$ cat src/rtl/icd_pkg.sv
// shared constants and types for the io card dma block
package icd_pkg;
  // fixed data path sizes
  localparam int unsigned ICD_DW = 16;
  localparam int unsigned ICD_FIFO_DEPTH = 8;

  // card register numbers (octal 20..23, 30, 31 written in hex)
  localparam logic [5:0] ICD_REG_SCP = 6'h10; // self-configuration pointer
  localparam logic [5:0] ICD_REG_CW1 = 6'h11; // dma control word
  localparam logic [5:0] ICD_REG_ADDR = 6'h12; // dma memory address
  localparam logic [5:0] ICD_REG_CNT = 6'h13; // negative element count
  localparam logic [5:0] ICD_REG_DATA = 6'h18; // programmed data buffer
  localparam logic [5:0] ICD_REG_CARD = 6'h19; // card control word

  // reset values and count constants
  localparam logic [15:0] ICD_RST16 = 16'h0000;
  localparam logic [15:0] ICD_ONE16 = 16'h0001;
  localparam logic [15:0] ICD_NEG1 = 16'hffff;

  // descriptor word positions after the control word
  localparam logic [1:0] ICD_POS_CARD = 2'h0;
  localparam logic [1:0] ICD_POS_ADDR = 2'h1;
  localparam logic [1:0] ICD_POS_CNT = 2'h2;

  // i/o instruction kinds
  typedef enum logic [2:0] {
    ICD_IO_OUT,
    ICD_IO_IN,
    ICD_IO_STC,
    ICD_IO_CLC,
    ICD_IO_STF,
    ICD_IO_CLF
  } icd_io_op_t;

  // one i/o instruction as seen by the card
  typedef struct packed {
    icd_io_op_t op;
    logic [5:0] sel;
    logic clr_flag;
    logic [15:0] data;
  } icd_io_req_t;

  // dma control word layout, bit 15 first
  typedef struct packed {
    logic chain_continue;
    logic per_element_device_command;
    logic byte_mode;
    logic residue_writeback;
    logic completion_irq_inhibit;
    logic remote_memory_enable;
    logic fetch_four;
    logic auto_start;
    logic dir_in;
    logic [1:0] user_bits;
    logic [4:0] map_set_select;
  } icd_cw1_t;

  // one memory request
  typedef struct packed {
    logic write;
    logic remote;
    logic byte_mode;
    logic [4:0] map_set;
    logic [15:0] addr;
    logic [15:0] wdata;
  } icd_mem_req_t;
endpackage : icd_pkg

$ cat src/rtl/icd_dma.sv
// dma engine and programmed transfer logic of one io card
`timescale 1ns/1ps
`default_nettype none
// Functional notes
// - chain bit reloads after self-configured block
// - command pulse per element when enabled
// - size bit selects byte or word
// - residue bit writes count back
// - completion interrupt unless inhibited or chaining
// - remote bit steers data accesses
// - four-word descriptor adds card control
// - auto bit only used when self-configured
// - self-configured output waits service request unless auto
// - input with auto: command after last
// - direction bit picks input or output
// - user bits stored without function
// - map set field tags data accesses
// - chaining fetches next descriptor from pointer
// - setting dma control starts peripheral
// - each done moves one element
// - set control with clear clears flag
// - programmed control set sends start
// - done sets flag; gated interrupt
// - clear control with clear frees chain
// - control and flag clear at reset
// - negative count ends at zero
// - pointer increments per descriptor word
// - address read top bit complements direction
module icd_dma import icd_pkg::*; (
  input wire logic clk_in, // 100 MHz system clock
  input wire logic reset_n_in, // async reset, active low
  input wire logic io_strobe_in, // one-cycle instruction strobe
  input wire icd_io_req_t io_req_in, // instruction and data
  output logic [15:0] io_rdata_out, // read answer
  output logic flag_status_out, // programmed flag for skip tests
  output logic dma_active_out, // dma engine busy
  input wire logic int_sys_on_in, // interrupt system enabled
  input wire logic prio_in, // priority from higher card
  output logic prio_out, // priority to lower card
  output logic irq_out, // programmed transfer interrupt
  output logic dma_irq_out, // dma completion interrupt
  output logic mem_valid_out, // memory request pending
  output icd_mem_req_t mem_req_out, // memory request
  input wire logic mem_ack_in, // memory done pulse
  input wire logic [15:0] mem_rdata_in, // memory read data
  output logic dev_start_out, // start pulse to peripheral
  output logic dev_cmd_out, // device command pulse
  output logic [15:0] dev_data_out, // data to peripheral
  input wire logic dev_done_in, // done pulse from peripheral
  input wire logic [15:0] dev_data_in, // data from peripheral
  input wire logic device_service_request_in, // peripheral asks service
  output logic [15:0] card_ctl_out // card control word
);
  typedef enum logic [2:0] {
    ST_IDLE,
    ST_FETCH,
    ST_WAIT_SRQ,
    ST_RUN,
    ST_RESIDUE
  } icd_state_t;
  icd_state_t state_reg;
  icd_cw1_t cw1_reg;
  icd_mem_req_t mem_next;
  logic [15:0] scp_reg, addr_reg, cnt_reg, dev_cnt_reg, data_reg, fifo_wdata, fifo_rdata;
  logic [1:0] fetch_idx_reg, fetch_pos;
  logic selfcfg_reg, dev_busy_reg, ctl30_reg, flag30_reg, prio_hold_reg;
  logic mem_issue, mem_done, fifo_push, fifo_pop, fifo_in_ready, fifo_out_valid, fifo_flush;
  logic dev_go, dma_done, prog_done, run_end, blk_end;
  logic io_wr, io_rd, stc20, stc21, clc21, stc30, clc30, stf30, clf30;
  // instruction decode
  assign io_wr = io_strobe_in && (io_req_in.op == ICD_IO_OUT);
  assign io_rd = io_strobe_in && (io_req_in.op == ICD_IO_IN);
  assign stc20 = io_strobe_in && (io_req_in.op == ICD_IO_STC) && (io_req_in.sel == ICD_REG_SCP);
  assign stc21 = io_strobe_in && (io_req_in.op == ICD_IO_STC) && (io_req_in.sel == ICD_REG_CW1);
  assign clc21 = io_strobe_in && (io_req_in.op == ICD_IO_CLC) && (io_req_in.sel == ICD_REG_CW1);
  assign stc30 = io_strobe_in && (io_req_in.op == ICD_IO_STC) && (io_req_in.sel == ICD_REG_DATA);
  assign clc30 = io_strobe_in && (io_req_in.op == ICD_IO_CLC) && (io_req_in.sel == ICD_REG_DATA);
  assign stf30 = io_strobe_in && (io_req_in.op == ICD_IO_STF) && (io_req_in.sel == ICD_REG_DATA);
  assign clf30 = io_strobe_in && (io_req_in.op == ICD_IO_CLF) && (io_req_in.sel == ICD_REG_DATA);
  // done belongs to dma while it waits, else to the programmed flag
  assign dma_done = dev_done_in && dev_busy_reg;
  assign prog_done = dev_done_in && !dev_busy_reg && ctl30_reg;
  assign mem_done = mem_valid_out && mem_ack_in;
  assign fetch_pos = 2'(fetch_idx_reg - {1'b0, cw1_reg.fetch_four});
  assign fifo_flush = stc20 || stc21 || clc21;
  // block is over once both sides counted out and the fifo drained
  assign run_end = (state_reg == ST_RUN) && (cnt_reg == ICD_RST16) && (dev_cnt_reg == ICD_RST16)
    && !dev_busy_reg && !fifo_out_valid && !mem_valid_out;
  assign blk_end = (run_end && !cw1_reg.residue_writeback) || ((state_reg == ST_RESIDUE) && mem_done);
  // memory and device issue decisions; fifo sits between them
  always_comb begin
    mem_issue = 1'b0;
    mem_next = '0;
    fifo_pop = 1'b0;
    dev_go = 1'b0;
    if (!mem_valid_out && (state_reg == ST_FETCH)) begin
      mem_issue = 1'b1;
      mem_next.addr = scp_reg;
    end else if (!mem_valid_out && (state_reg == ST_RESIDUE)) begin
      mem_issue = 1'b1;
      mem_next.write = 1'b1;
      mem_next.addr = 16'(scp_reg - ICD_ONE16);
      mem_next.wdata = cnt_reg;
    end else if (!mem_valid_out && (state_reg == ST_RUN) && (cnt_reg != ICD_RST16)) begin
      mem_next.remote = cw1_reg.remote_memory_enable;
      mem_next.map_set = cw1_reg.map_set_select;
      mem_next.byte_mode = cw1_reg.byte_mode;
      mem_next.addr = addr_reg;
      mem_next.write = cw1_reg.dir_in;
      mem_next.wdata = fifo_rdata;
      if (cw1_reg.dir_in) begin
        mem_issue = fifo_out_valid;
        fifo_pop = fifo_out_valid;
      end else begin
        mem_issue = fifo_in_ready; // reserve room before reading
      end
    end
    // one start outstanding at a time; fifo room or data gates it
    if ((state_reg == ST_RUN) && !dev_busy_reg && (dev_cnt_reg != ICD_RST16)) begin
      if (cw1_reg.dir_in) begin
        dev_go = fifo_in_ready;
      end else begin
        dev_go = fifo_out_valid;
        fifo_pop = fifo_out_valid;
      end
    end
  end
  // input data come from the peripheral, output data from memory
  assign fifo_push = cw1_reg.dir_in ? dma_done : ((state_reg == ST_RUN) && mem_done);
  assign fifo_wdata = cw1_reg.dir_in ? dev_data_in : mem_rdata_in;
  icd_fifo #(
    .WIDTH(ICD_DW),
    .DEPTH(ICD_FIFO_DEPTH)
  ) u_fifo (
    .clk_in(clk_in),
    .reset_n_in(reset_n_in),
    .flush_in(fifo_flush),
    .in_valid_in(fifo_push),
    .in_ready_out(fifo_in_ready),
    .in_data_in(fifo_wdata),
    .out_valid_out(fifo_out_valid),
    .out_ready_in(fifo_pop),
    .out_data_out(fifo_rdata)
  );
  // descriptor registers and block sequencer
  always_ff @(posedge clk_in or negedge reset_n_in) begin
    if (!reset_n_in) begin
      state_reg <= ST_IDLE;
      cw1_reg <= icd_cw1_t'(ICD_RST16);
      scp_reg <= ICD_RST16;
      addr_reg <= ICD_RST16;
      cnt_reg <= ICD_RST16;
      dev_cnt_reg <= ICD_RST16;
      card_ctl_out <= ICD_RST16;
      fetch_idx_reg <= 2'h0;
      selfcfg_reg <= 1'b0;
    end else begin
      if (io_wr) begin
        case (io_req_in.sel)
          ICD_REG_SCP: scp_reg <= io_req_in.data;
          ICD_REG_CW1: cw1_reg <= icd_cw1_t'(io_req_in.data);
          ICD_REG_ADDR: addr_reg <= io_req_in.data;
          ICD_REG_CNT: cnt_reg <= io_req_in.data;
          ICD_REG_CARD: card_ctl_out <= io_req_in.data;
          default: ;
        endcase
      end
      if (clc21) begin
        state_reg <= ST_IDLE;
      end else if (stc20) begin
        state_reg <= ST_FETCH;
        selfcfg_reg <= 1'b1;
        fetch_idx_reg <= 2'h0;
      end else if (stc21) begin
        state_reg <= ST_RUN;
        selfcfg_reg <= 1'b0;
        dev_cnt_reg <= cnt_reg;
      end else begin
        unique case (state_reg)
          ST_IDLE: ;
          ST_FETCH: begin
            if (mem_done) begin
              scp_reg <= 16'(scp_reg + ICD_ONE16);
              fetch_idx_reg <= 2'(fetch_idx_reg + 2'h1);
              if (fetch_idx_reg == 2'h0) begin
                cw1_reg <= icd_cw1_t'(mem_rdata_in);
              end else if (fetch_pos == ICD_POS_CARD) begin
                card_ctl_out <= mem_rdata_in;
              end else if (fetch_pos == ICD_POS_ADDR) begin
                addr_reg <= mem_rdata_in;
              end else begin
                cnt_reg <= mem_rdata_in;
                dev_cnt_reg <= mem_rdata_in;
                // auto matters here and for the last input command, both only in a self-configured block
                if (!cw1_reg.dir_in && !cw1_reg.auto_start) begin
                  state_reg <= ST_WAIT_SRQ;
                end else begin
                  state_reg <= ST_RUN;
                end
              end
            end
          end
          ST_WAIT_SRQ: begin
            if (device_service_request_in) state_reg <= ST_RUN;
          end
          ST_RUN: begin
            if (mem_done) begin
              addr_reg <= 16'(addr_reg + ICD_ONE16);
              cnt_reg <= 16'(cnt_reg + ICD_ONE16);
            end
            if (dma_done) dev_cnt_reg <= 16'(dev_cnt_reg + ICD_ONE16);
            if (run_end) state_reg <= ST_RESIDUE;
          end
          ST_RESIDUE: ;
        endcase
        // chaining reloads only after a self-configured block
        if (blk_end) begin
          state_reg <= (cw1_reg.chain_continue && selfcfg_reg) ? ST_FETCH : ST_IDLE;
          fetch_idx_reg <= 2'h0;
        end
      end
    end
  end
  // memory request holds until acknowledged
  always_ff @(posedge clk_in or negedge reset_n_in) begin
    if (!reset_n_in) begin
      mem_valid_out <= 1'b0;
      mem_req_out <= '0;
    end else if (mem_issue) begin
      mem_valid_out <= 1'b1;
      mem_req_out <= mem_next;
    end else if (mem_ack_in) begin
      mem_valid_out <= 1'b0;
    end
  end
  // peripheral handshake: start, done and command pulses
  always_ff @(posedge clk_in or negedge reset_n_in) begin
    if (!reset_n_in) begin
      dev_busy_reg <= 1'b0;
      dev_start_out <= 1'b0;
      dev_cmd_out <= 1'b0;
      dev_data_out <= ICD_RST16;
    end else begin
      if (clc21 || dev_go) begin
        dev_busy_reg <= dev_go;
      end else if (dma_done) begin
        dev_busy_reg <= 1'b0;
      end
      dev_start_out <= dev_go || stc30;
      if (dev_go && !cw1_reg.dir_in) begin
        dev_data_out <= fifo_rdata;
      end else if (stc30) begin
        dev_data_out <= data_reg;
      end
      dev_cmd_out <= dma_done && (cw1_reg.per_element_device_command || (cw1_reg.dir_in
        && cw1_reg.auto_start && selfcfg_reg && (dev_cnt_reg == ICD_NEG1)));
    end
  end
  // completion flag; a new completion beats a restart clear
  always_ff @(posedge clk_in or negedge reset_n_in) begin
    if (!reset_n_in) begin
      dma_irq_out <= 1'b0;
      dma_active_out <= 1'b0;
    end else begin
      if (blk_end && !cw1_reg.completion_irq_inhibit && !cw1_reg.chain_continue) begin
        dma_irq_out <= 1'b1;
      end else if (stc20 || stc21 || clc21) begin
        dma_irq_out <= 1'b0;
      end
      dma_active_out <= (state_reg != ST_IDLE);
    end
  end
  // programmed transfer control and flag; a done beats a clear
  always_ff @(posedge clk_in or negedge reset_n_in) begin
    if (!reset_n_in) begin
      ctl30_reg <= 1'b0;
      flag30_reg <= 1'b0;
      data_reg <= ICD_RST16;
    end else begin
      if (stc30) ctl30_reg <= 1'b1;
      else if (clc30) ctl30_reg <= 1'b0;
      if (prog_done || stf30) begin
        flag30_reg <= 1'b1;
      end else if (clf30 || ((stc30 || clc30) && io_req_in.clr_flag)) begin
        flag30_reg <= 1'b0;
      end
      if (prog_done) data_reg <= dev_data_in;
      else if (io_wr && (io_req_in.sel == ICD_REG_DATA)) data_reg <= io_req_in.data;
    end
  end
  // interrupt gating and priority chain
  always_ff @(posedge clk_in or negedge reset_n_in) begin
    if (!reset_n_in) begin
      irq_out <= 1'b0;
      prio_hold_reg <= 1'b0;
      prio_out <= 1'b0;
      flag_status_out <= 1'b0;
    end else begin
      irq_out <= flag30_reg && ctl30_reg && int_sys_on_in && prio_in;
      if (flag30_reg && ctl30_reg && !clc30) begin
        prio_hold_reg <= 1'b1;
      end else if (clc30 && io_req_in.clr_flag) begin
        prio_hold_reg <= 1'b0;
      end
      prio_out <= prio_in && !prio_hold_reg;
      flag_status_out <= flag30_reg;
    end
  end
  // register read answer, one cycle after the strobe
  always_ff @(posedge clk_in or negedge reset_n_in) begin
    if (!reset_n_in) begin
      io_rdata_out <= ICD_RST16;
    end else if (io_rd) begin
      case (io_req_in.sel)
        ICD_REG_SCP: io_rdata_out <= scp_reg;
        ICD_REG_CW1: io_rdata_out <= cw1_reg;
        ICD_REG_ADDR: io_rdata_out <= {!cw1_reg.dir_in, addr_reg[14:0]};
        ICD_REG_CNT: io_rdata_out <= cnt_reg;
        ICD_REG_DATA: io_rdata_out <= data_reg;
        ICD_REG_CARD: io_rdata_out <= card_ctl_out;
        default: io_rdata_out <= ICD_RST16;
      endcase
    end
  end
endmodule : icd_dma
`default_nettype wire

$ cat src/rtl/icd_fifo.sv
// small synchronous fifo with registered head word
`timescale 1ns/1ps
`default_nettype none
module icd_fifo #(
  parameter int unsigned WIDTH = 16,
  parameter int unsigned DEPTH = 8
) (
  input wire logic clk_in, // system clock
  input wire logic reset_n_in, // async reset, active low
  input wire logic flush_in, // drop all contents
  input wire logic in_valid_in, // write request
  output logic in_ready_out, // room for a word
  input wire logic [WIDTH-1:0] in_data_in, // write data
  output logic out_valid_out, // head word present
  input wire logic out_ready_in, // head consumed
  output logic [WIDTH-1:0] out_data_out // head word, registered
);
  localparam int unsigned PW = $clog2(DEPTH);
  localparam int unsigned CW = $clog2(DEPTH + 1);
  localparam logic [CW-1:0] FULL_CNT = CW'(DEPTH);

  logic [WIDTH-1:0] store_reg [DEPTH];
  logic [PW-1:0] wr_ptr_reg;
  logic [PW-1:0] rd_ptr_reg;
  logic [PW-1:0] rd_ptr_next;
  logic [CW-1:0] count_reg;
  logic push;
  logic pop;

  // handshakes gate on honest full and empty
  assign in_ready_out = (count_reg != FULL_CNT);
  assign out_valid_out = (count_reg != '0);
  assign push = in_valid_in && in_ready_out;
  assign pop = out_ready_in && out_valid_out;
  assign rd_ptr_next = pop ? PW'(rd_ptr_reg + 1'b1) : rd_ptr_reg;

  // storage array, written only
  always_ff @(posedge clk_in) begin
    if (push) begin
      store_reg[wr_ptr_reg] <= in_data_in;
    end
  end

  // pointers and fill level
  always_ff @(posedge clk_in or negedge reset_n_in) begin
    if (!reset_n_in) begin
      wr_ptr_reg <= '0;
      rd_ptr_reg <= '0;
      count_reg <= '0;
    end else if (flush_in) begin
      wr_ptr_reg <= '0;
      rd_ptr_reg <= '0;
      count_reg <= '0;
    end else begin
      if (push) wr_ptr_reg <= PW'(wr_ptr_reg + 1'b1);
      rd_ptr_reg <= rd_ptr_next;
      count_reg <= CW'(count_reg + CW'(push) - CW'(pop));
    end
  end

  // head register forwards a write into the slot being read
  always_ff @(posedge clk_in or negedge reset_n_in) begin
    if (!reset_n_in) begin
      out_data_out <= '0;
    end else if (push && (wr_ptr_reg == rd_ptr_next)) begin
      out_data_out <= in_data_in;
    end else begin
      out_data_out <= store_reg[rd_ptr_next];
    end
  end
endmodule : icd_fifo
`default_nettype wire

$ cat config.mk
export PLATFORM = sky130hd
export DESIGN_NAME = icd_dma
export DESIGN_NICKNAME = d
export VERILOG_FILES = /design/src/rtl/icd_pkg.sv /design/src/rtl/icd_dma.sv /design/src/rtl/icd_fifo.sv
export SDC_FILE = /design/constraint.sdc
export NUM_CORES = 1
export LEC_CHECK = 0
export ABC_AREA = 0
export BUFFER_PORTS_ARGS = -buffer_cell sky130_fd_sc_hd__buf_2
export CAP_MARGIN = 10
export CORE_UTILIZATION = 40
export CTS_BUF_LIST = sky130_fd_sc_hd__clkbuf_4
export CTS_CLUSTER_DIAMETER = 100
export CTS_CLUSTER_SIZE = 16
export DETAILED_ROUTE_END_ITERATION = 7
export GPL_TIMING_DRIVEN = 0
export PLACE_DENSITY = 0.57
export SKIP_CTS_REPAIR_TIMING = 1
export SKIP_LAST_GASP = 1
export SYNTH_ARGS = -nofsm -noshare
export SYNTH_HDL_FRONTEND = slang
export SYNTH_SLANG_ARGS = --single-unit
$ cat constraint.sdc
create_clock -name clk_in -period 4.3 [get_ports clk_in]
set_clock_uncertainty 0.15 [all_clocks]
set_input_delay 0.43 -clock clk_in [delete_from_list [all_inputs] [get_ports clk_in]]
set_output_delay 0.43 -clock clk_in [all_outputs]
set_load 0.01 [all_outputs]
---- Word level (Yosys, flattened, before mapping) ----
Memories as Yosys holds them, arrays and structs flattened. A register that Yosys moved wholly into a read port is not among the register bits.
Index checks and enable logic that the tools add are counted.
storage, ports and cells
  register bits ........................... 212
  memory bits (writable) .................. 128
  bits of input ports ..................... 66
  output and inout port bits .............. 96
  word-level logic and storage cells ...... 302
  memories ................................ 1
cells by class
  add/subtract/negate cells ............... 11
  equal/unequal tests ..................... 30
  mux-type cells .......................... 118
  bitwise operators ....................... 2
  reduce and logical (&&, ||, !) cells .... 97
memory list
  name              depth  width  read ports  clocked after Yosys merged registers in  wr ports  RTL line        text
  u_fifo.store_reg  8      16     1           1                                        1         icd_fifo.sv:22  logic [WIDTH-1:0] store_reg [DEPTH];
operators by type and width
  operator                                                               count
  16-bit two-way mux                                                     57
  16-bit case mux with 2 select lines                                    3
  16-bit case mux with 6 select lines                                    1
  16-bit by 1-bit adder with 16-bit output, second input constant        4
  1-bit logical AND                                                      50
  3-bit two-way mux                                                      14
  40-bit two-way mux                                                     1
  6-bit by 5-bit equality test with 1-bit output, second input constant  6
  6-bit inequality test, second input constant                           6
  16-bit logical NOT                                                     2
  1-bit two-way mux                                                      32
  32-bit two-way mux                                                     1
  16-bit nonzero test                                                    2
  2-bit nonzero test                                                     10
  16-bit equality test, second input constant                            1
  16-bit by 1-bit subtractor with 16-bit output, second input constant   1
  3-bit inequality test, second input constant                           5
  3-bit by 2-bit equality test with 1-bit output, second input constant  4
  3-bit nonzero test                                                     4
  1-bit logical NOT                                                      11
  2-bit two-way mux                                                      5
  3-bit equality test, second input constant                             3
  1-bit logical OR                                                       9
  3-bit case mux with 3 select lines                                     1
  21 further kinds                                                       25

---- Depth between registers and ports, before layout ----
  depth in word-level cells ............... 12
  mapped depth ............................ 15
  mapped depth without buffers ............ 14

---- Modules after synthesis ----
Synthesis repeated with hierarchy kept, for this count alone.
unflattened totals
  cells, all modules ...................... 1776
  area total of the unflattened synthesis .. 18671.7 um2
by module, submodules not included
  module    instances  cells an instance  area each (um2)  sequential area each (um2)
  icd_dma   1          1361               12283.0          5054.8
  icd_fifo  1          415                6388.6           4494.3

---- Least setup slack after synthesis ----
Ideal clock, no wire load.
  kind .................................... register to register
  start point ............................. reg state_reg[2]
  end point ............................... mem u_fifo.store_reg[4][0] (enable)
  setup time .............................. 436 ps
  data arrival time ....................... 3173 ps
  required time ........................... 3714 ps
  slack ................................... 540 ps
  cell stages (with the launch flop) ...... 8
  path buffers ............................ 2
  period minus slack after synthesis ...... 3760 ps
  cells stage by stage .................... dfrtp_1 buf_2 and3b_1 clkbuf_1 nand2_1 o21ai_0 nand2_1 nor4b_1
between the ends
  word-level cells in the longest chain between the ends .. 6
RTL lines
  what                                            RTL line        text
  from (decl)                                     icd_dma.sv:61   icd_state_t state_reg;
  from (signal assigned)                          icd_dma.sv:218  state_reg <= (cw1_reg.chain_continue && selfcfg_reg) ? ST_FETCH : ST_IDLE;
  3-bit by 2-bit equality test with 1-bit output  icd_dma.sv:129  assign fifo_push = cw1_reg.dir_in ? dma_done : ((state_reg == ST_RUN) && mem_done);
  1-bit logical AND                               icd_dma.sv:129
  1-bit two-way mux                               icd_dma.sv:129
  1-bit logical AND                               icd_fifo.sv:33  assign push = in_valid_in && in_ready_out;
  1-bit two-way mux                               icd_fifo.sv:39  if (push) begin
  1-bit two-way mux (not written as such)         icd_fifo.sv:40  store_reg[wr_ptr_reg] <= in_data_in;
  to (decl)                                       icd_fifo.sv:22
Every way passes these cells.

---- Worst setup path after layout ----
  start point ............................. reg state_reg[2]
  end point ............................... reg card_ctl_out[3]
between the ends
  word-level cells in the longest chain between the ends .. 5
RTL lines
  what                                            RTL line        text
  3-bit by 1-bit equality test with 1-bit output  icd_dma.sv:179  unique case (state_reg)
  16-bit two-way mux                              icd_dma.sv:179
  16-bit two-way mux                              icd_dma.sv:174  end else if (stc21) begin
  16-bit two-way mux                              icd_dma.sv:170  end else if (stc20) begin
  16-bit two-way mux                              icd_dma.sv:168  if (clc21) begin
  to (signal assigned)                            icd_dma.sv:164  ICD_REG_CARD: card_ctl_out <= io_req_in.data;
  to (signal assigned)                            icd_dma.sv:188  card_ctl_out <= mem_rdata_in;
  to (decl)                                       icd_dma.sv:52   output logic [15:0] card_ctl_out
Every way passes these cells.
A chain may end at the register's enable or synchronous reset.

==> reports/results.ini <==
[synthesis]
synth-main-ff-cell = dfrtp_1
yosysTopAreaCell = dfrtp_1
synthMuxAreaShare = 0.08499
yosys_warnings = 0
ys_seq_elements = 356
synth_nets = 1886
synth_compound_area_frac = 0.1634
synthTopCellsByArea = dfrtp_1 31%, edfxtp_1 21%, mux2i_1 6.3%, nor2_1 3.6%, nand2_1 3.3%
async_reset_ff_frac = 0.6404
syn_avg_cell_area_um2 = 10.25
seq_area_frac_synth = 0.5169
synthXorXnorAreaFrac = 0.02838
synth_top_family_by_area = compound AO/OA/AOI/OAI gates
synth_fa_ha_area_frac = 0.01260
synth_top_area_share = 0.3088
yosys.cell_count.top_type = dfrtp_1
syn_area_um2 = 18480
synth_edf_count = 128
synth.distinct_cells = 70
synth-simple-area-share = 0.1531
synthTopCellsByCount = 228 x dfrtp_1, 178 x nor2_1, 161 x nand2_1, 128 x edfxtp_1, 117 x clkbuf_1
synthCells = 1802

[worst_setup_path]
r2r_start = state_reg[2]
r2r_slack_ns = -0.06
path_common_cell = nand2_1
crit_chain = buf_2, inv_2, nand2_1, nor2_1, nand3_1, nor4b_1, clkdlybuf4s18_2, clkbuf_1, nand2_1, o21ai_0, dlygate4sd3_1
cp_top_family = simple AND/OR/NAND/NOR gates
critPathKind = flop to flop
worst-path-stages = 11
startpoint = state_reg[2]
r2r-end = card_ctl_out[3]
critPathCaptureType = flop
critPathCapture = card_ctl_out[3]
cp.arrival_ns = 5.01
cp_data_required_time_ns = 4.95
reg2reg_depth = 11
crit_slowest_cell = nor4b_1
startpoint_type = flop
worst-path-buf-inv = 5
max_stage_delay_ns = 0.74
worstPathMaxFanout = 10

[route]
wl_mm = 73.15
drt-initial-drc-count = 1785
viasPerCell = 6.101
first_pass_iters = 7
avgRoutedWirePerCell_um = 27.09
post-route-drc-count = 0
dr_total_vias = 16470
ant_nets = 0

[global_route]
grt_pass1_wl_mm = 105.3
antenna_found_initial = 3
grt_use_total = 0.3039
overflow = 0
grt_pass1_vias = 15520
grt_max_degree = 106

[run_status]
status = finished with violations
violations = setup timing

[final_layout]
register_area_um2 = 9549
area_growth_pct = 16.03
nets = 2171
nFillCells = 4377
drive_above_1_share = 0.1421
multi_input_area_um2 = 8240
largest_register_ffs = 128
final_util = 0.4714

[floorplanning]
core.rowCount = 78
initial_core_util = 0.4062
io_pins = 162
fp.dieArea_um2 = 47050
fp.dieH_um = 216.9
die_w_um = 216.9
core_area_um2 = 45480

[clocking]
cts-htree-levels = 1
clkTransAtPathRegs_ns = 0.20
numCtsBuffers = 26
numClockSinks = 356
cts_tree = done
cts_root_buffer = clkbuf_4
clockBufferDepth = 3
insertion_delay_ns = 0.85

[sta]
hold_viol = 0
worst_pin_slew_ns = 1.231
fin_crit_sh = 1.015
setup_viol = 4
fmax_mhz = 229.2
worst_slack_ns = -0.06240
rsz0062_at_grt = yes
fin_tns_setup_ns = -0.1421
min_period_ns = 4.362
slew_viol_final = 0
timing.hold.ws_ns = 0.009432
slew-limit-headroom = 0.1715

[pwr]
p_leak_nw = 8.870
power_frac_comb = 0.471
switchingPower_mw = 5.767
switching_share = 0.4528
p_per_area_nw_per_um2 = 594.1
vdd_drop_max_mv = 0.3779
p_clk_frac = 0.120
p_int_mw = 6.969
seqPwrFrac = 0.409

[worst_hold_path]
hold_path_class = input port to asynchronous set/reset pin

[place]
port-buffer-count = 161
hpwl_mm = 53.77
gp_congestion = 0.9786

[flow_run]
maxCapViolCount = 0

## worst min-delay path by stage
| stage | startpoint | endpoint | slack (ns) | depth (start not counted) |
|---|---|---|---|---|
| finish | reset_n_in | mem_valid_out | 0.009 | 3 |
| global route | reset_n_in | mem_req_out[35] | 0.04 | 3 |
| CTS | reset_n_in | mem_req_out[16] | -0.67 | 1 |
| detailed placement | reset_n_in | io_rdata_out[1] | 0.24 | 1 |
| global placement | flag30_reg | flag_status_out | 0.29 | 0 |
| floorplan | reset_n_in | addr_reg[0] | -0.02 | 0 |
## tightest hold or removal path, delay by kind of cell
family | cells | cell delay, ns
buffers and inverters | 3 | 0.96
## placed cells by master (no fill, tap or decap), types with 18 or more instances in the layout
master,Yosys,layout
a2111oi_0,65,61
a222oi_1,18,18
mux2_2,22,22
xor2_1,25,25
nor4_1,28,26
and3_1,79,79
dlygate4sd3_1,0,79
o22ai_1,42,42
nor3_1,28,25
a221oi_1,21,21
clkbuf_1,117,107
nor2_1,178,177
edfxtp_1,128,128
dfrtp_1,228,228
o21ai_0,92,92
a211oi_1,19,18
a22oi_1,18,18
xnor2_1,33,33
nand3_1,57,57
inv_1,30,30
buf_2,6,166
a21oi_1,105,105
clkbuf_4,0,37
nand2_1,161,161
mux2i_1,116,115
## area by class of cell
type | instances | area share
Buffer | 147 | 0.03018
Inverter | 31 | 0.005428
Timing Repair Buffer | 257 | 0.08539
Tap cell | 600 | 0.03502
Clock inverter | 2 | 0.001167
Sequential cell | 356 | 0.4455
Clock buffer | 36 | 0.01261
Multi-Input combinational cell | 1268 | 0.3844
Antenna cell | 3 | 0.0003502
## stage by stage
stage / cells / power, mW / instance area (um2) / setup slack [ns]
floorplan: 1802 / 8.665 / 18480 / 0.5404
global placement: 2563 / 10.93 / 20030 / -1.583
detailed placement: 2578 / 11.02 / 20280 / -0.09009
CTS: 2616 / 12.52 / 20580 / -0.1211
global route: 2699 / 13.41 / 21430 / -0.09071
finish: 2700 / 12.74 / 21440 / -0.06240
## logic make-up (layout without fill, tap and decap cells)
logic type      Yosys count  count (layout)
simple gates            590             590
compound gates          452             452
flops                   356             356
buf+inv                 178             473
mux                     149             149
xor+xnor                 59              59
fa+ha+maj                18              18
other cells               0               3
## power by group through the flow
stage / Clock (mW) / Sequential [mW] / Combinational (mW)
finish: 1.52 / 5.21 / 6.00
global route: 1.64 / 5.29 / 6.48
CTS: 1.55 / 5.18 / 5.79
detailed placement: 0 / 5.26 / 5.76
global placement: 0 / 5.25 / 5.68
floorplan: 0 / 5.10 / 3.56
## per-layer routing
| metal | up-vias | global-route usage | routed length [um] |
|---|---|---|---|
| li1 | 7297 | - | - |
| met1 | 8161 | 0.3812 | 28570 |
| met2 | 824 | 0.5075 | 35100 |
| met3 | 190 | 0.04892 | 5271 |
| met4 | 0 | 0.1538 | 4209 |
| met5 | - | 0 | 0 |
Power figures use the tool's default switching activity.
